[config.mk]
export PLATFORM = sky130hd
export DESIGN_NAME = chan_xfer_ctrl
export DESIGN_NICKNAME = d
export VERILOG_FILES = /design/src/design/chan_xfer_pkg.sv /design/src/design/chan_xfer_ctrl.sv
export SDC_FILE = /design/constraint.sdc
export NUM_CORES = 1
export LEC_CHECK = 0
export BUFFER_PORTS_ARGS = -buffer_cell sky130_fd_sc_hd__buf_2
export CAP_MARGIN = 20
export CORE_MARGIN = 10
export CORE_UTILIZATION = 52
export DETAILED_ROUTE_END_ITERATION = 12
export PLACE_DENSITY = 0.74
export SLEW_MARGIN = 20
export SYNTH_ARGS = -nofsm -noshare
export SYNTH_HDL_FRONTEND = slang
export SYNTH_SLANG_ARGS = --single-unit
[constraint.sdc]
create_clock -name clk_sys -period 4.35 [get_ports clk_sys]
set_input_delay 0.2175 -clock clk_sys [delete_from_list [all_inputs] [get_ports clk_sys]]
set_output_delay 0.2175 -clock clk_sys [all_outputs]
set_load 0.01 [all_outputs]
[src/design/chan_xfer_pkg.sv]
// Purpose: Shared constants for the host channel transfer controller.
// Assumes: APB register bus, 32-bit data, registers in the low byte.
// Notes: Byte address of a register is four times its index.
package chan_xfer_pkg;

  // Register indices; byte address is index * 4
  localparam logic [9:0] IDX_CTRL = 10'h1c0; // channel_d_transfer_control
  localparam logic [9:0] IDX_SETUP = 10'h1c1; // channel_d_transfer_setup
  localparam logic [9:0] IDX_MPS_H = 10'h1c2; // Max packet length, high bits
  localparam logic [9:0] IDX_MPS_L = 10'h1c3; // Max packet length, low byte
  localparam logic [9:0] IDX_TOT_HH = 10'h1c4; // Total byte count [31:24]
  localparam logic [9:0] IDX_TOT_HL = 10'h1c5; // Total byte count [23:16]
  localparam logic [9:0] IDX_TOT_LH = 10'h1c6; // Total byte count [15:8]
  localparam logic [9:0] IDX_TOT_LL = 10'h1c7; // Total byte count [7:0]
  localparam logic [9:0] IDX_STAT = 10'h1c8; // channel_event_status
  localparam logic [9:0] IDX_RESULT = 10'h1c9; // channel_result_code

  // Control register fields
  localparam int CTRL_ACK_LSB = 4;
  localparam int CTRL_SPEED_LSB = 2;
  localparam int CTRL_TOGGLE_BIT = 1;
  localparam int CTRL_RUN_BIT = 0;
  // Setup register fields
  localparam int SETUP_TOKEN_LSB = 6;
  localparam int SETUP_KIND_LSB = 4;
  localparam int SETUP_AZL_BIT = 3;
  localparam int SETUP_FREE_BIT = 0;
  localparam logic [7:0] SETUP_WMASK = 8'hf9; // Bits 2-1 reserved
  // Status register fields (write one to clear)
  localparam int STAT_ACK_BIT = 2;
  localparam int STAT_CMP_BIT = 1;
  localparam int STAT_COND_BIT = 0;
  // Result code field position
  localparam int RESULT_LSB = 4;

  localparam logic [7:0] REG_RESET = 8'h00;

  // Token direction codes
  localparam logic [1:0] TOKEN_OUT = 2'b01;
  localparam logic [1:0] TOKEN_IN = 2'b10;
  // Transfer kind codes
  localparam logic [1:0] KIND_BULK = 2'b10;
  localparam logic [1:0] KIND_INTR = 2'b11;
  // Target speed codes
  localparam logic [1:0] SPEED_HS = 2'b00;
  localparam logic [1:0] SPEED_FS = 2'b01;
  localparam logic [1:0] SPEED_LS = 2'b11;

  // Result codes
  localparam logic [2:0] RC_NO_ERROR = 3'h0;
  localparam logic [2:0] RC_STALL = 3'h1;
  localparam logic [2:0] RC_UNDERRUN = 3'h3;
  localparam logic [2:0] RC_RETRY = 3'h4;

  // Outcome codes reported by the packet engine with each transaction
  typedef enum logic [3:0] {
    OC_ACK = 4'h0, OC_NAK = 4'h1, OC_STALL = 4'h2, OC_NYET = 4'h3,
    OC_ERR_HS = 4'h4, OC_TIMEOUT = 4'h5, OC_CRC = 4'h6, OC_STUFF = 4'h7,
    OC_PID_FAIL = 4'h8, OC_PID_BAD = 4'h9
  } outcome_t;

  localparam logic [1:0] NYET_LIMIT = 2'h3; // Consecutive NYETs that trigger a retry

  // Transaction sequencer states
  typedef enum logic [1:0] {
    ST_IDLE = 2'b01,
    ST_BUSY = 2'b10
  } seq_state_t;

endpackage : chan_xfer_pkg

[src/design/chan_xfer_ctrl.sv]
// Purpose: Transfer control for one host channel: run/stop, toggle, ACK count, results.
// Assumes: Packet engine answers each txn_req with one txn_done pulse and an outcome.
// Notes: APB slave with one wait state; registers live in the low data byte.
//
// Functional notes
// No response or handshake in time: retry error
// CRC or stuffing error in data: retry error
// Bad or undefined PID: retry error
// Interrupt split ERR or three NYETs: retry
// Received toggle mismatch: retry error
// Count ACKs, flag when target reached
// ACK target zero means sixteen
// Speed field selects HS, FS or LS
// Toggle write seeds, read shows live toggle
// Run bit starts, stops, shows activity
// Byte count done: complete flag, run cleared
// Condition change clears run; code tells why
// Stop finishes current transaction, then condition flag; a stop in the txn_done cycle raises no flag of its own
// Stop keeps remaining count and settings
// Software reloads settings for unrelated transfers
// Token field: 01 OUT, 10 IN
// Kind field: 10 bulk, 11 interrupt
// Auto zero-length after exact-multiple OUT transfer
// Unlimited mode ignores total byte count
// Result 000 no error, 001 stall
// Ten-bit max packet length limits packets
// Status flags sticky until software clears
// ACK counter restarts on each start
module chan_xfer_ctrl
  import chan_xfer_pkg::*;
#(
  parameter int MPS_W = 10, // Max packet length width
  parameter int TOT_W = 32  // Total byte count width
) (
  input wire logic clk_sys,
  input wire logic sys_rst,
  // APB slave
  input wire logic psel,
  input wire logic penable,
  input wire logic pwrite,
  input wire logic [11:0] paddr,
  input wire logic [31:0] pwdata,
  input wire logic [3:0] pstrb,
  output logic [31:0] prdata,
  output logic pready,
  output logic pslverr,
  // Packet engine side
  output logic txn_req,
  output logic [1:0] txn_token,
  output logic [1:0] txn_kind,
  output logic [1:0] txn_speed,
  output logic txn_toggle,
  output logic [MPS_W:0] txn_len,
  input wire logic txn_done,
  input wire logic [3:0] txn_outcome,
  input wire logic [MPS_W:0] txn_rx_bytes,
  input wire logic txn_rx_toggle,
  input wire logic txn_split
);

  // Smaller of remaining count and packet limit, or the limit in unlimited mode, widened for a full packet
  function automatic logic [MPS_W:0] pkt_len(input logic [TOT_W-1:0] rem,
                                             input logic [MPS_W-1:0] mps,
                                             input logic free);
    logic [MPS_W:0] m;
    m = {1'b0, mps};
    if (free || rem >= TOT_W'(m)) begin
      pkt_len = m;
    end else begin
      pkt_len = rem[MPS_W:0];
    end
  endfunction : pkt_len

  // Register index decode from a byte address
  function automatic logic hit(input logic [11:0] a, input logic [9:0] idx);
    hit = (a[1:0] == 2'b00) && (a[11:2] == idx);
  endfunction : hit

  // Software-visible settings
  logic [3:0] ack_target_q; // ACK count target
  logic [1:0] speed_q; // target_speed_select
  logic toggle_q, toggle_d; // Live data toggle
  logic run_q, run_d; // channel_run as stored
  logic [1:0] token_q; // token_direction
  logic [1:0] kind_q; // transfer_kind
  logic azl_q; // auto_zero_length_enable
  logic free_q; // unlimited_length_enable
  logic [MPS_W-1:0] mps_q; // max_packet_length
  logic [TOT_W-1:0] total_q, total_d; // Remaining byte count
  logic [2:0] stat_q, stat_d; // Sticky event flags
  logic [2:0] result_q, result_d; // result_code_field
  // Sequencer state
  seq_state_t state_q, state_d;
  logic [4:0] ack_cnt_q, ack_cnt_d; // ACKs since start or since the ACK target was last reached
  logic [1:0] nyet_q, nyet_d; // Consecutive NYETs
  logic stop_q, stop_d; // Stop requested mid-transaction
  logic zlp_q, zlp_d; // Zero-length packet owed
  logic zlp_sent_q, zlp_sent_d; // Current packet is the zero-length one
  // Bus outputs
  logic [31:0] prdata_q;
  logic pready_q, pslverr_q;
  logic txn_req_q;
  logic [MPS_W:0] txn_len_q;

  // APB decode; the access completes on the second access cycle
  wire access = psel && penable;
  wire commit = access && pready_q;
  wire wr = commit && pwrite && pstrb[0];
  wire [7:0] wb = pwdata[7:0];
  wire h_ctrl = hit(paddr, IDX_CTRL);
  wire h_setup = hit(paddr, IDX_SETUP);
  wire h_mps_h = hit(paddr, IDX_MPS_H);
  wire h_mps_l = hit(paddr, IDX_MPS_L);
  wire h_tot_hh = hit(paddr, IDX_TOT_HH);
  wire h_tot_hl = hit(paddr, IDX_TOT_HL);
  wire h_tot_lh = hit(paddr, IDX_TOT_LH);
  wire h_tot_ll = hit(paddr, IDX_TOT_LL);
  wire h_stat = hit(paddr, IDX_STAT);
  wire h_result = hit(paddr, IDX_RESULT);
  wire mapped = h_ctrl | h_setup | h_mps_h | h_mps_l | h_tot_hh | h_tot_hl |
                h_tot_lh | h_tot_ll | h_stat | h_result;
  wire wr_ctrl = wr && h_ctrl;
  wire busy = (state_q == ST_BUSY);
  wire run_rd = run_q | busy;

  // Read mux
  wire [7:0] rd_ctrl = {ack_target_q, speed_q, toggle_q, run_rd};
  wire [7:0] rd_setup = {token_q, kind_q, azl_q, 2'b00, free_q};
  wire [7:0] rd_mps_h = {{(16 - MPS_W){1'b0}}, mps_q[MPS_W-1:8]};
  wire [7:0] rd_byte =
    h_ctrl ? rd_ctrl :
    h_setup ? rd_setup :
    h_mps_h ? rd_mps_h :
    h_mps_l ? mps_q[7:0] :
    h_tot_hh ? total_q[31:24] :
    h_tot_hl ? total_q[23:16] :
    h_tot_lh ? total_q[15:8] :
    h_tot_ll ? total_q[7:0] :
    h_stat ? {5'b00000, stat_q} :
    h_result ? {1'b0, result_q, 4'h0} : 8'h00;

  // Outcome decode of a finished transaction
  wire is_out = (token_q == TOKEN_OUT);
  wire is_intr = (kind_q == KIND_INTR);
  outcome_t oc;
  assign oc = outcome_t'(txn_outcome);
  wire oc_hard = (oc == OC_TIMEOUT) || (oc == OC_CRC) || (oc == OC_STUFF) ||
                 (oc == OC_PID_FAIL) || (oc == OC_PID_BAD);
  wire split_int = txn_split && is_intr;
  wire err_hs = split_int && (oc == OC_ERR_HS);
  wire nyet_3 = split_int && (oc == OC_NYET) && (nyet_q == NYET_LIMIT - 2'h1);
  wire tog_bad = !is_out && (oc == OC_ACK) && (txn_rx_toggle != toggle_q);
  wire retry = oc_hard || err_hs || nyet_3 || tog_bad;
  wire good = (oc == OC_ACK) && !tog_bad;
  wire stall = (oc == OC_STALL);
  // Bytes moved by a good transaction
  wire [MPS_W:0] moved = is_out ? txn_len_q : txn_rx_bytes;
  wire [TOT_W-1:0] moved_w = TOT_W'(moved);
  wire [TOT_W-1:0] rem_next = (moved_w >= total_q) ? '0 : total_q - moved_w;
  wire full_pkt = (moved == {1'b0, mps_q});
  wire short_in = !is_out && !full_pkt && (rem_next != '0);
  // ACK target with zero standing for sixteen
  wire [4:0] ack_goal = (ack_target_q == 4'h0) ? 5'h10 : {1'b0, ack_target_q};
  wire [4:0] ack_inc = ack_cnt_q + 5'h01;

  // Sequencer and event logic
  always_comb begin
    state_d = state_q;
    run_d = run_q;
    toggle_d = toggle_q;
    total_d = total_q;
    stat_d = stat_q;
    result_d = result_q;
    ack_cnt_d = ack_cnt_q;
    nyet_d = nyet_q;
    stop_d = stop_q;
    zlp_d = zlp_q;
    zlp_sent_d = zlp_sent_q;
    // Software writes to the sticky flags clear them first; events below win
    if (wr && h_stat) begin
      stat_d = stat_q & ~wb[2:0];
    end
    // Software writes to the control register
    if (wr_ctrl) begin
      if (!busy) begin
        toggle_d = wb[CTRL_TOGGLE_BIT];
      end
      if (wb[CTRL_RUN_BIT] && !run_q && !busy) begin
        run_d = 1'b1;
        ack_cnt_d = 5'h00;
        nyet_d = 2'h0;
      end else if (!wb[CTRL_RUN_BIT] && run_q) begin
        run_d = 1'b0;
        if (busy) begin
          stop_d = 1'b1;
        end else begin
          stat_d[STAT_COND_BIT] = 1'b1;
        end
      end
    end
    case (state_q)
      ST_IDLE: begin
        // Issue only while running; settings and remaining count are kept on stop
        if (run_q && !stop_q) begin
          state_d = ST_BUSY;
        end
      end
      ST_BUSY: begin
        if (txn_done) begin
          state_d = ST_IDLE;
          stop_d = 1'b0;
          nyet_d = (oc == OC_NYET) ? nyet_q + 2'h1 : 2'h0;
          if (retry) begin
            result_d = RC_RETRY;
            stat_d[STAT_COND_BIT] = 1'b1;
            run_d = 1'b0;
            nyet_d = 2'h0;
          end else if (stall) begin
            result_d = RC_STALL;
            stat_d[STAT_COND_BIT] = 1'b1;
            run_d = 1'b0;
          end else if (good) begin
            toggle_d = ~toggle_q;
            ack_cnt_d = ack_inc;
            if (ack_inc == ack_goal) begin
              stat_d[STAT_ACK_BIT] = 1'b1;
              ack_cnt_d = 5'h00;
            end
            if (!free_q) begin
              total_d = rem_next;
            end
            zlp_sent_d = 1'b0;
            if (free_q) begin
              // Unlimited: never completes on count
            end else if (zlp_sent_q) begin
              result_d = RC_NO_ERROR;
              stat_d[STAT_CMP_BIT] = 1'b1;
              run_d = 1'b0;
            end else if (short_in) begin
              result_d = RC_UNDERRUN;
              stat_d[STAT_COND_BIT] = 1'b1;
              run_d = 1'b0;
            end else if (rem_next == '0) begin
              if (is_out && azl_q && full_pkt) begin
                zlp_d = 1'b1;
              end else begin
                result_d = RC_NO_ERROR;
                stat_d[STAT_CMP_BIT] = 1'b1;
                run_d = 1'b0;
              end
            end
          end
          // A stop that waited for this transaction reports now
          if (stop_q && run_d) begin
            run_d = 1'b0;
          end
          if (stop_q) begin
            stat_d[STAT_COND_BIT] = 1'b1;
          end
        end
      end
      default: begin
        state_d = ST_IDLE;
      end
    endcase
    // Owed zero-length packet becomes the current one when a transaction is launched
    if (state_q == ST_IDLE && state_d == ST_BUSY && zlp_q) begin
      zlp_d = 1'b0;
      zlp_sent_d = 1'b1;
    end
  end

  // Launch length: zero for the owed empty packet, else bounded by max packet
  wire launch = (state_q == ST_IDLE) && (state_d == ST_BUSY);
  wire [MPS_W:0] len_new = zlp_q ? '0 : pkt_len(total_q, mps_q, free_q);

  // Settings registers written by software
  always_ff @(posedge clk_sys) begin
    if (sys_rst) begin
      ack_target_q <= REG_RESET[7:4];
      speed_q <= REG_RESET[3:2];
      token_q <= REG_RESET[7:6];
      kind_q <= REG_RESET[5:4];
      azl_q <= 1'b0;
      free_q <= 1'b0;
      mps_q <= '0;
    end else if (wr && !busy) begin
      // Settings are frozen while a transaction is on the wire
      if (h_ctrl) begin
        ack_target_q <= wb[CTRL_ACK_LSB +: 4];
        speed_q <= wb[CTRL_SPEED_LSB +: 2];
      end
      if (h_setup) begin
        token_q <= wb[SETUP_TOKEN_LSB +: 2];
        kind_q <= wb[SETUP_KIND_LSB +: 2];
        azl_q <= wb[SETUP_AZL_BIT] & SETUP_WMASK[SETUP_AZL_BIT];
        free_q <= wb[SETUP_FREE_BIT] & SETUP_WMASK[SETUP_FREE_BIT];
      end
      if (h_mps_h) begin
        mps_q[MPS_W-1:8] <= wb[MPS_W-9:0];
      end
      if (h_mps_l) begin
        mps_q[7:0] <= wb;
      end
    end
  end

  // Remaining count: software loads bytes while idle, sequencer counts down
  always_ff @(posedge clk_sys) begin
    if (sys_rst) begin
      total_q <= '0;
    end else if (wr && !busy && h_tot_hh) begin
      total_q[31:24] <= wb;
    end else if (wr && !busy && h_tot_hl) begin
      total_q[23:16] <= wb;
    end else if (wr && !busy && h_tot_lh) begin
      total_q[15:8] <= wb;
    end else if (wr && !busy && h_tot_ll) begin
      total_q[7:0] <= wb;
    end else begin
      total_q <= total_d;
    end
  end

  // Sequencer state and flags
  always_ff @(posedge clk_sys) begin
    if (sys_rst) begin
      state_q <= ST_IDLE;
      run_q <= 1'b0;
      toggle_q <= 1'b0;
      stat_q <= 3'h0;
      result_q <= RC_NO_ERROR;
      ack_cnt_q <= 5'h00;
      nyet_q <= 2'h0;
      stop_q <= 1'b0;
      zlp_q <= 1'b0;
      zlp_sent_q <= 1'b0;
    end else begin
      state_q <= state_d;
      run_q <= run_d;
      toggle_q <= toggle_d;
      stat_q <= stat_d;
      result_q <= result_d;
      ack_cnt_q <= ack_cnt_d;
      nyet_q <= nyet_d;
      stop_q <= stop_d;
      zlp_q <= zlp_d;
      zlp_sent_q <= zlp_sent_d;
    end
  end

  // Request to the packet engine, held until its done pulse
  always_ff @(posedge clk_sys) begin
    if (sys_rst) begin
      txn_req_q <= 1'b0;
      txn_len_q <= '0;
    end else begin
      txn_req_q <= (state_d == ST_BUSY) && !(busy && txn_done);
      if (launch) begin
        txn_len_q <= len_new;
      end
    end
  end

  // APB answer: one wait state, error on unmapped address
  always_ff @(posedge clk_sys) begin
    if (sys_rst) begin
      pready_q <= 1'b0;
      pslverr_q <= 1'b0;
      prdata_q <= '0;
    end else begin
      pready_q <= access && !pready_q;
      pslverr_q <= access && !pready_q && !mapped;
      if (access && !pready_q) begin
        prdata_q <= {24'h000000, rd_byte};
      end
    end
  end

  assign prdata = prdata_q;
  assign pready = pready_q;
  assign pslverr = pslverr_q;
  assign txn_req = txn_req_q;
  assign txn_token = token_q;
  assign txn_kind = kind_q;
  assign txn_speed = speed_q;
  assign txn_toggle = toggle_q;
  assign txn_len = txn_len_q;

endmodule : chan_xfer_ctrl

Word level (Yosys, flattened, before mapping)
Cells that the tools add are included.
{"block": "totals", "ff_bits": 96, "wordCells": 306}
{"block": "classes", "addsub": 3, "magnitude_cmp": 2, "eq_ne": 49, "mux": 109, "bitwise": 21, "n_reduce_logical": 95}
{"cell": "32-bit two-way mux", "count": 7}
{"cell": "8-bit two-way mux", "count": 13}
{"cell": "10-bit by 9-bit == test with 1-bit output (second input constant)", "count": 10}
{"cell": "1-bit two-way mux", "count": 49}
{"cell": "5-bit two-way mux", "count": 9}
{"cell": "1-bit logical AND", "count": 43}
{"cell": "3-bit two-way mux", "count": 12}
{"cell": "9-bit AND reduction", "count": 4}
{"cell": "11-bit two-way mux", "count": 3}
{"cell": "11-bit by 32-bit greater-or-equal comparator with 1-bit output", "count": 1}
{"cell": "32-bit by 10-bit greater-or-equal comparator with 1-bit output", "count": 1}
{"cell": "32-bit logical NOT", "count": 1}
{"cell": "32-bit nonzero test", "count": 1}
{"cell": "32-bit by 11-bit subtractor with 32-bit output", "count": 1}
{"cell": "2-bit nonzero test", "count": 15}
{"cell": "2-bit by 1-bit != test with 1-bit output (second input constant)", "count": 14}
{"cell": "24-bit two-way mux", "count": 1}
{"cell": "2-bit two-way mux", "count": 11}
{"cell": "4-bit by 3-bit == test with 1-bit output (second input constant)", "count": 4}
{"cell": "16-bit two-way mux", "count": 1}
{"cell": "7-bit two-way mux", "count": 2}
{"cell": "2-bit != test (second input constant)", "count": 6}
{"cell": "11-bit by 10-bit == test with 1-bit output", "count": 1}
{"cell": "1-bit logical NOT", "count": 10}
{"cell": "25 further kinds", "count": 59}

Logic depth before layout (Yosys ltp)
{"block": "logic_depth", "depth_word": 20, "depth_mapped": 16, "mapped_depth_nobuf": 15}

Worst setup path before layout
Ideal clock, no wire load.
{"block": "synth_timing", "kind": "reg-to-reg", "startpoint": "register token_q[1], in the netlist txn_token[1]", "endpoint": "register result_q[2]", "t_arrival_ps": 4013, "t_required_ps": 4229, "slack_ps": 216, "stages_incl_launch_ff": 17, "n_path_buf": 1, "cell_sequence": "dfxtp_1 > nand2b_1 > buf_2 > mux2_2 > ha_1 > inv_1 > fa_1 > a211oi_1 > o21ai_1 > a211oi_1 > xnor2_1 > nor2_1 > nand4_1 > nor4_4 > or4_2 > a31oi_4 > mux2_4"}
{"block": "synth_via", "elab_chain_len": 12, "word_cells_on_any_way": 30, "classes_between": "add/sub: 1; order compare: 1; eq/ne: 4; mux: 8; reduce/logical: 16"}
{"item": "start: declaration", "line": "chan_xfer_ctrl.sv:84", "text": "logic [1:0] token_q;"}
{"item": "start signal: assignment", "line": "chan_xfer_ctrl.sv:282", "text": "token_q <= REG_RESET[7:6];"}
{"item": "start signal: assignment", "line": "chan_xfer_ctrl.sv:294", "text": "token_q <= wb[SETUP_TOKEN_LSB +: 2];"}
{"item": "2-bit by 1-bit == test with 1-bit output *", "line": "chan_xfer_ctrl.sv:143", "text": "wire is_out = (token_q == TOKEN_OUT);"}
{"item": "11-bit two-way mux", "line": "chan_xfer_ctrl.sv:157", "text": "wire [MPS_W:0] moved = is_out ? txn_len_q : txn_rx_bytes;"}
{"item": "32-bit by 11-bit subtractor with 32-bit output (tied with other cells)", "line": "chan_xfer_ctrl.sv:159", "text": "wire [TOT_W-1:0] rem_next = (moved_w >= total_q) ? '0 : total_q - moved_w;"}
{"item": "32-bit two-way mux or 1-bit logical NOT (tied branches)", "line": "chan_xfer_ctrl.sv:159, chan_xfer_ctrl.sv:161"}
{"item": "32-bit nonzero test or 1-bit logical AND (tied branches)", "line": "chan_xfer_ctrl.sv:161", "text": "wire short_in = !is_out && !full_pkt && (rem_next != '0);"}
{"item": "1-bit logical AND", "line": "chan_xfer_ctrl.sv:161"}
{"item": "3-bit two-way mux", "line": "chan_xfer_ctrl.sv:239", "text": "end else if (short_in) begin"}
{"item": "3-bit two-way mux", "line": "chan_xfer_ctrl.sv:235", "text": "end else if (zlp_sent_q) begin"}
{"item": "3-bit two-way mux", "line": "chan_xfer_ctrl.sv:233", "text": "if (free_q) begin"}
{"item": "3-bit two-way mux", "line": "chan_xfer_ctrl.sv:222", "text": "end else if (good) begin"}
{"item": "3-bit two-way mux", "line": "chan_xfer_ctrl.sv:218", "text": "end else if (stall) begin"}
{"item": "3-bit two-way mux", "line": "chan_xfer_ctrl.sv:213", "text": "if (retry) begin"}
{"item": "end signal: assignment", "line": "chan_xfer_ctrl.sv:343", "text": "result_q <= result_d;"}
{"item": "end: declaration", "line": "chan_xfer_ctrl.sv:91", "text": "logic [2:0] result_q, result_d;"}
Mark *: on every way between the ends. The rest lies on a longest branch, timed or not. The select of a mux whose other input is x is not followed.
A chain may end at the register's enable or synchronous reset.

Worst setup path after layout
{"block": "layout_timing", "startpoint": "register token_q[1], in the netlist txn_token[1]", "endpoint": "register stat_q[1]"}
{"block": "layout_via", "elab_chain_len": 14, "word_cells_on_any_way": 29, "classes_between": "add/sub: 1; order compare: 1; eq/ne: 2; mux: 12; reduce/logical: 13"}
{"item": "2-bit by 1-bit == test with 1-bit output *", "line": "chan_xfer_ctrl.sv:143"}
{"item": "11-bit two-way mux", "line": "chan_xfer_ctrl.sv:157"}
{"item": "32-bit by 11-bit subtractor with 32-bit output (tied with other cells)", "line": "chan_xfer_ctrl.sv:159"}
{"item": "32-bit two-way mux (tied with other cells)", "line": "chan_xfer_ctrl.sv:159"}
{"item": "32-bit logical NOT (tied with other cells)", "line": "chan_xfer_ctrl.sv:243", "text": "end else if (rem_next == '0) begin"}
{"item": "1-bit two-way mux or 1-bit logical AND (tied branches)", "line": "chan_xfer_ctrl.sv:243, chan_xfer_ctrl.sv:161"}
{"item": "1-bit two-way mux", "line": "chan_xfer_ctrl.sv:239"}
{"item": "1-bit two-way mux", "line": "chan_xfer_ctrl.sv:235"}
{"item": "2-bit two-way mux", "line": "chan_xfer_ctrl.sv:233"}
{"item": "3-bit two-way mux", "line": "chan_xfer_ctrl.sv:222"}
{"item": "2-bit two-way mux", "line": "chan_xfer_ctrl.sv:218"}
{"item": "2-bit two-way mux *", "line": "chan_xfer_ctrl.sv:213"}
{"item": "3-bit two-way mux *", "line": "chan_xfer_ctrl.sv:209", "text": "if (txn_done) begin"}
{"item": "3-bit two-way mux *", "line": "chan_xfer_ctrl.sv:201", "text": "case (state_q)"}
{"item": "end signal: assignment", "line": "chan_xfer_ctrl.sv:342", "text": "stat_q <= stat_d;"}
{"item": "end: declaration", "line": "chan_xfer_ctrl.sv:90", "text": "logic [2:0] stat_q, stat_d;"}
Mark *: on every way between the ends. The rest lies on a longest branch, timed or not.

==> reports/qor.csv <==
stage;metric;value;unit
outcome;status;complete, no violations;
detailed_routing;routed_via_density;6.384;
synth;synth_top_cell_area_share;28.08;%
final_layout;final_cells;1168;
worst_setup_path;max_stage_delay;0.56;ns
power;power_density;236.4;nW/um2
min_path;hold_path.class;primary input to register;
detailed_routing;drt-total-wl;24240;um
die;pin_count;124;
clock_network;htreeDepth;3;
worst_setup_path;end_kind;register;
sta;max_freq;0.2397;GHz
synth;synth_most_common_cell;dfxtp_1;
placed_design;dp_hpwl;17970;um
final_layout;final_nets;1089;
min_path;hp-start;txn_done;
power;peakVddDrop;0.1847;mV
synth;synth.distinct_cells;75;
synth;avgSynthCellArea;7.614;um2
final_layout;drive_gt1_share;19.68;%
clock_network;cts_buffers;9;
die;start_util;53.59;%
die;rows;41;
final_layout;final_area;8082;um2
sta;skew;0.008383;ns
die;die_h;134.7;um
worst_setup_path;critPathRequiredTime;4.63;ns
clock_network;insertion_delay;0.36;ns
clock_network;cts_root_buf;clkbuf_16;
detailed_routing;drtPass1Iterations;5;
synth;netlist_instances;899;
worst_setup_path;rr_endpoint;stat_q[1];
clock_network;clk_pin_slew_worst_paths;0.07;ns
grt;grt_pass1_wl;37490;um
worst_setup_path;crit_type;register to register;
synth;ys_top_cells_by_count;dfxtp_1 (96), nor2_1 (92), nand2_1 (91);
worst_setup_path;rrSetupSlack;0.18;ns
grt;antenna_found_initial;0;
die;design.core.area;12770;um2
synth;ys.flop_type;dfxtp_1;
worst_setup_path;critPathSlowestCell;or4_1;
sta;tightestPinTransition;1.079;ns
worst_setup_path;reg2regPathDepth;18;
final_layout;seq_area;1922;um2
detailed_routing;drt_iter0_markers;1095;
synth;synth_seq_area_share;28.08;%
worst_setup_path;critPathMaxFanout;7;
synth;yosys-top-cells-area;dfxtp_1 (28%), a21oi_1 (6.1%), nor2_1 (5.0%);
power;p_total;1.911;mW
placed_design;portBuffers;72;
clock_network;cts_tree;yes;
synth;synth_top_area_cell;dfxtp_1;
sta;finalSetupTns;0;ns
min_path;holdPathEnd;stop_q;
placed_design;post-place-cells;1151;
grt;grt_use_total;25.89;%
sta;slew_viol_final;0;
placed_design;place_area;7590;um2
die;dieArea;18150;um2
sta;post-route-period-util;95.90;%
grt;grt_pass1_vias;6796;
placed_design;routabilityCongestion;0.9729;
detailed_routing;antenna_left;0;
synth;synth_seq_cells;96;
sta;layout_min_cycle_time;4.171;ns
clock_network;max-clock-path-buffers;2;
synth;async_flop_share;0;%
min_path;whs_path_depth;2;
worst_setup_path;cp_common_cell;buf_4;
clock_network;cts.sinks;96;
synth;synth-edff-count;0;
power;p_leak;3.197;nW
clock_network;cts_hold_buffers;0;
synth;yosysWarnings;0;
sta;finalSetupViolations;0;
job;max_cap_violations;0;
worst_setup_path;crit_chain;nand2b_1 -> buf_4 -> buf_6 -> mux2i_1 -> buf_4 -> ha_1 -> buf_4 -> nand3_1 -> a211o_1 -> a31o_2 -> a2111oi_1 -> buf_4 -> nand4_1 -> buf_4 -> or4_1 -> a21oi_1 -> o21ai_1 -> a21oi_1;
detailed_routing;drt-wirelength-per-cell;20.75;um
grt;overflow;0;
sta;relSlewSlack;28.07;%
synth;syn_area;6845;um2
die;die_w;134.7;um
sta;hold_slack;0.1086;ns
worst_setup_path;critPathLaunchType;register;
worst_setup_path;rr_startpoint;txn_token[1];
final_layout;multi_input_area;4666;um2
final_layout;syn2layout_area_growth;18.06;%
detailed_routing;vias;7457;
final_layout;final.fill_count;1161;
worst_setup_path;arrival;4.45;ns
grt;grt_max_degree;100;
detailed_routing;route.detailed.drc;0;
sta;finalHoldViolCount;0;
final_layout;diodes;0;
==> flip-flops by register name, indices dropped and copies added, names as in the netlist <==
name          count
pready            1
state_q           2
txn_req           1
txn_token         2
txn_toggle        1
txn_speed         2
zlp_sent_q        1
total_q          32
zlp_q             1
free_q            1
nyet_q            2
txn_kind          2
stat_q            3
run_q             1
mps_q            10
txn_len          11
prdata            8
azl_q             1
stop_q            1
pslverr           1
result_q          3
ack_cnt_q         5
ack_target_q      4
==> final cells by class <==
class                      instances  share of cell area [%]
clock buffer                      10                   2.833
clock inverter                     5                   1.006
inverter                          24                   1.115
multi-input combinational        721                   57.73
sequential                        96                   23.78
tap                              172                   2.663
timing repair buffer             140                   10.87
==> routing by layer <==
layer	wire [um]	vias up	track usage, %	part of all wire, %
met5	0	-	0	0
met4	823	0	10.82	3.4
met3	2610	59	6.231	11
met2	10970	449	40.21	45
met1	9837	3504	33.49	41
li1	-	3445	-	-
==> stage by stage <==
step	setup WS [ns]	utilization, %
floorplan	0.2160	-
global placement	0.1497	59.42
detailed placement	0.08764	59.42
CTS	0.06599	61.85
global route	-0.002381	63.27
finish	0.1786	63.27
==> report_power, final <==
group	internal (mW)	switching, mW	total (mW)
Combinational	0.0605	0.109	0.170
Sequential	0.881	0.00133	0.882
Clock	0.502	0.356	0.858
Total	1.44	0.467	1.91
==> kinds of logic after synthesis <==
kind of cell,count (synthesis),share of synthesized area (%)
AO/OA/AOI/OAI,265,25.86
buffers and inverters,105,7.348
other,1,0.05478
adder cells (fa/ha/maj),26,4.862
flip-flops,96,28.08
XOR/XNOR,38,4.862
multiplexers,26,3.930
AND/OR/NAND/NOR,342,25.00
==> cell usage in the layout (no fill, tap or decap), types with 23 or more instances in the layout <==
cell type | netlist | layout
nand3_1 | 43 | 42
buf_4 | 25 | 66
xnor2_1 | 25 | 25
ha_1 | 25 | 23
conb_1 | 1 | 24
inv_1 | 24 | 24
nor2_1 | 92 | 92
nand2_1 | 91 | 91
a21oi_1 | 84 | 82
buf_2 | 12 | 72
o21ai_0 | 39 | 39
nor3_1 | 24 | 24
dfxtp_1 | 96 | 96
==> repair_timing <==
| action | CTS | global route |
|---|---|---|
| gates resized for setup | 0 | 25 |
| buffers inserted | 0 | 1 |
| setup endpoints to repair | 0 | 6 |
==> how the worst max path moves through the flow <==
stage / start / end
after floorplan: txn_token[1] / result_q[2]
after global placement: txn_token[1] / result_q[2]
after detailed placement: txn_token[1] / result_q[2]
after CTS: txn_token[1] / result_q[2]
after global routing: txn_token[1] / result_q[2]
final: txn_token[1] / stat_q[1]
==> critical path, delay by kind of cell (launching register included) <==
kind / cells / cell delay [ns]
AOI/OAI and AO/OA: 6 / 1.41
adders and majority gates: 1 / 0.32
buffers and inverters: 6 / 0.99
DFF: 1 / 0.31
muxes: 1 / 0.12
and+or+nand+nor: 4 / 0.95
(Power assumes the default switching activity.)
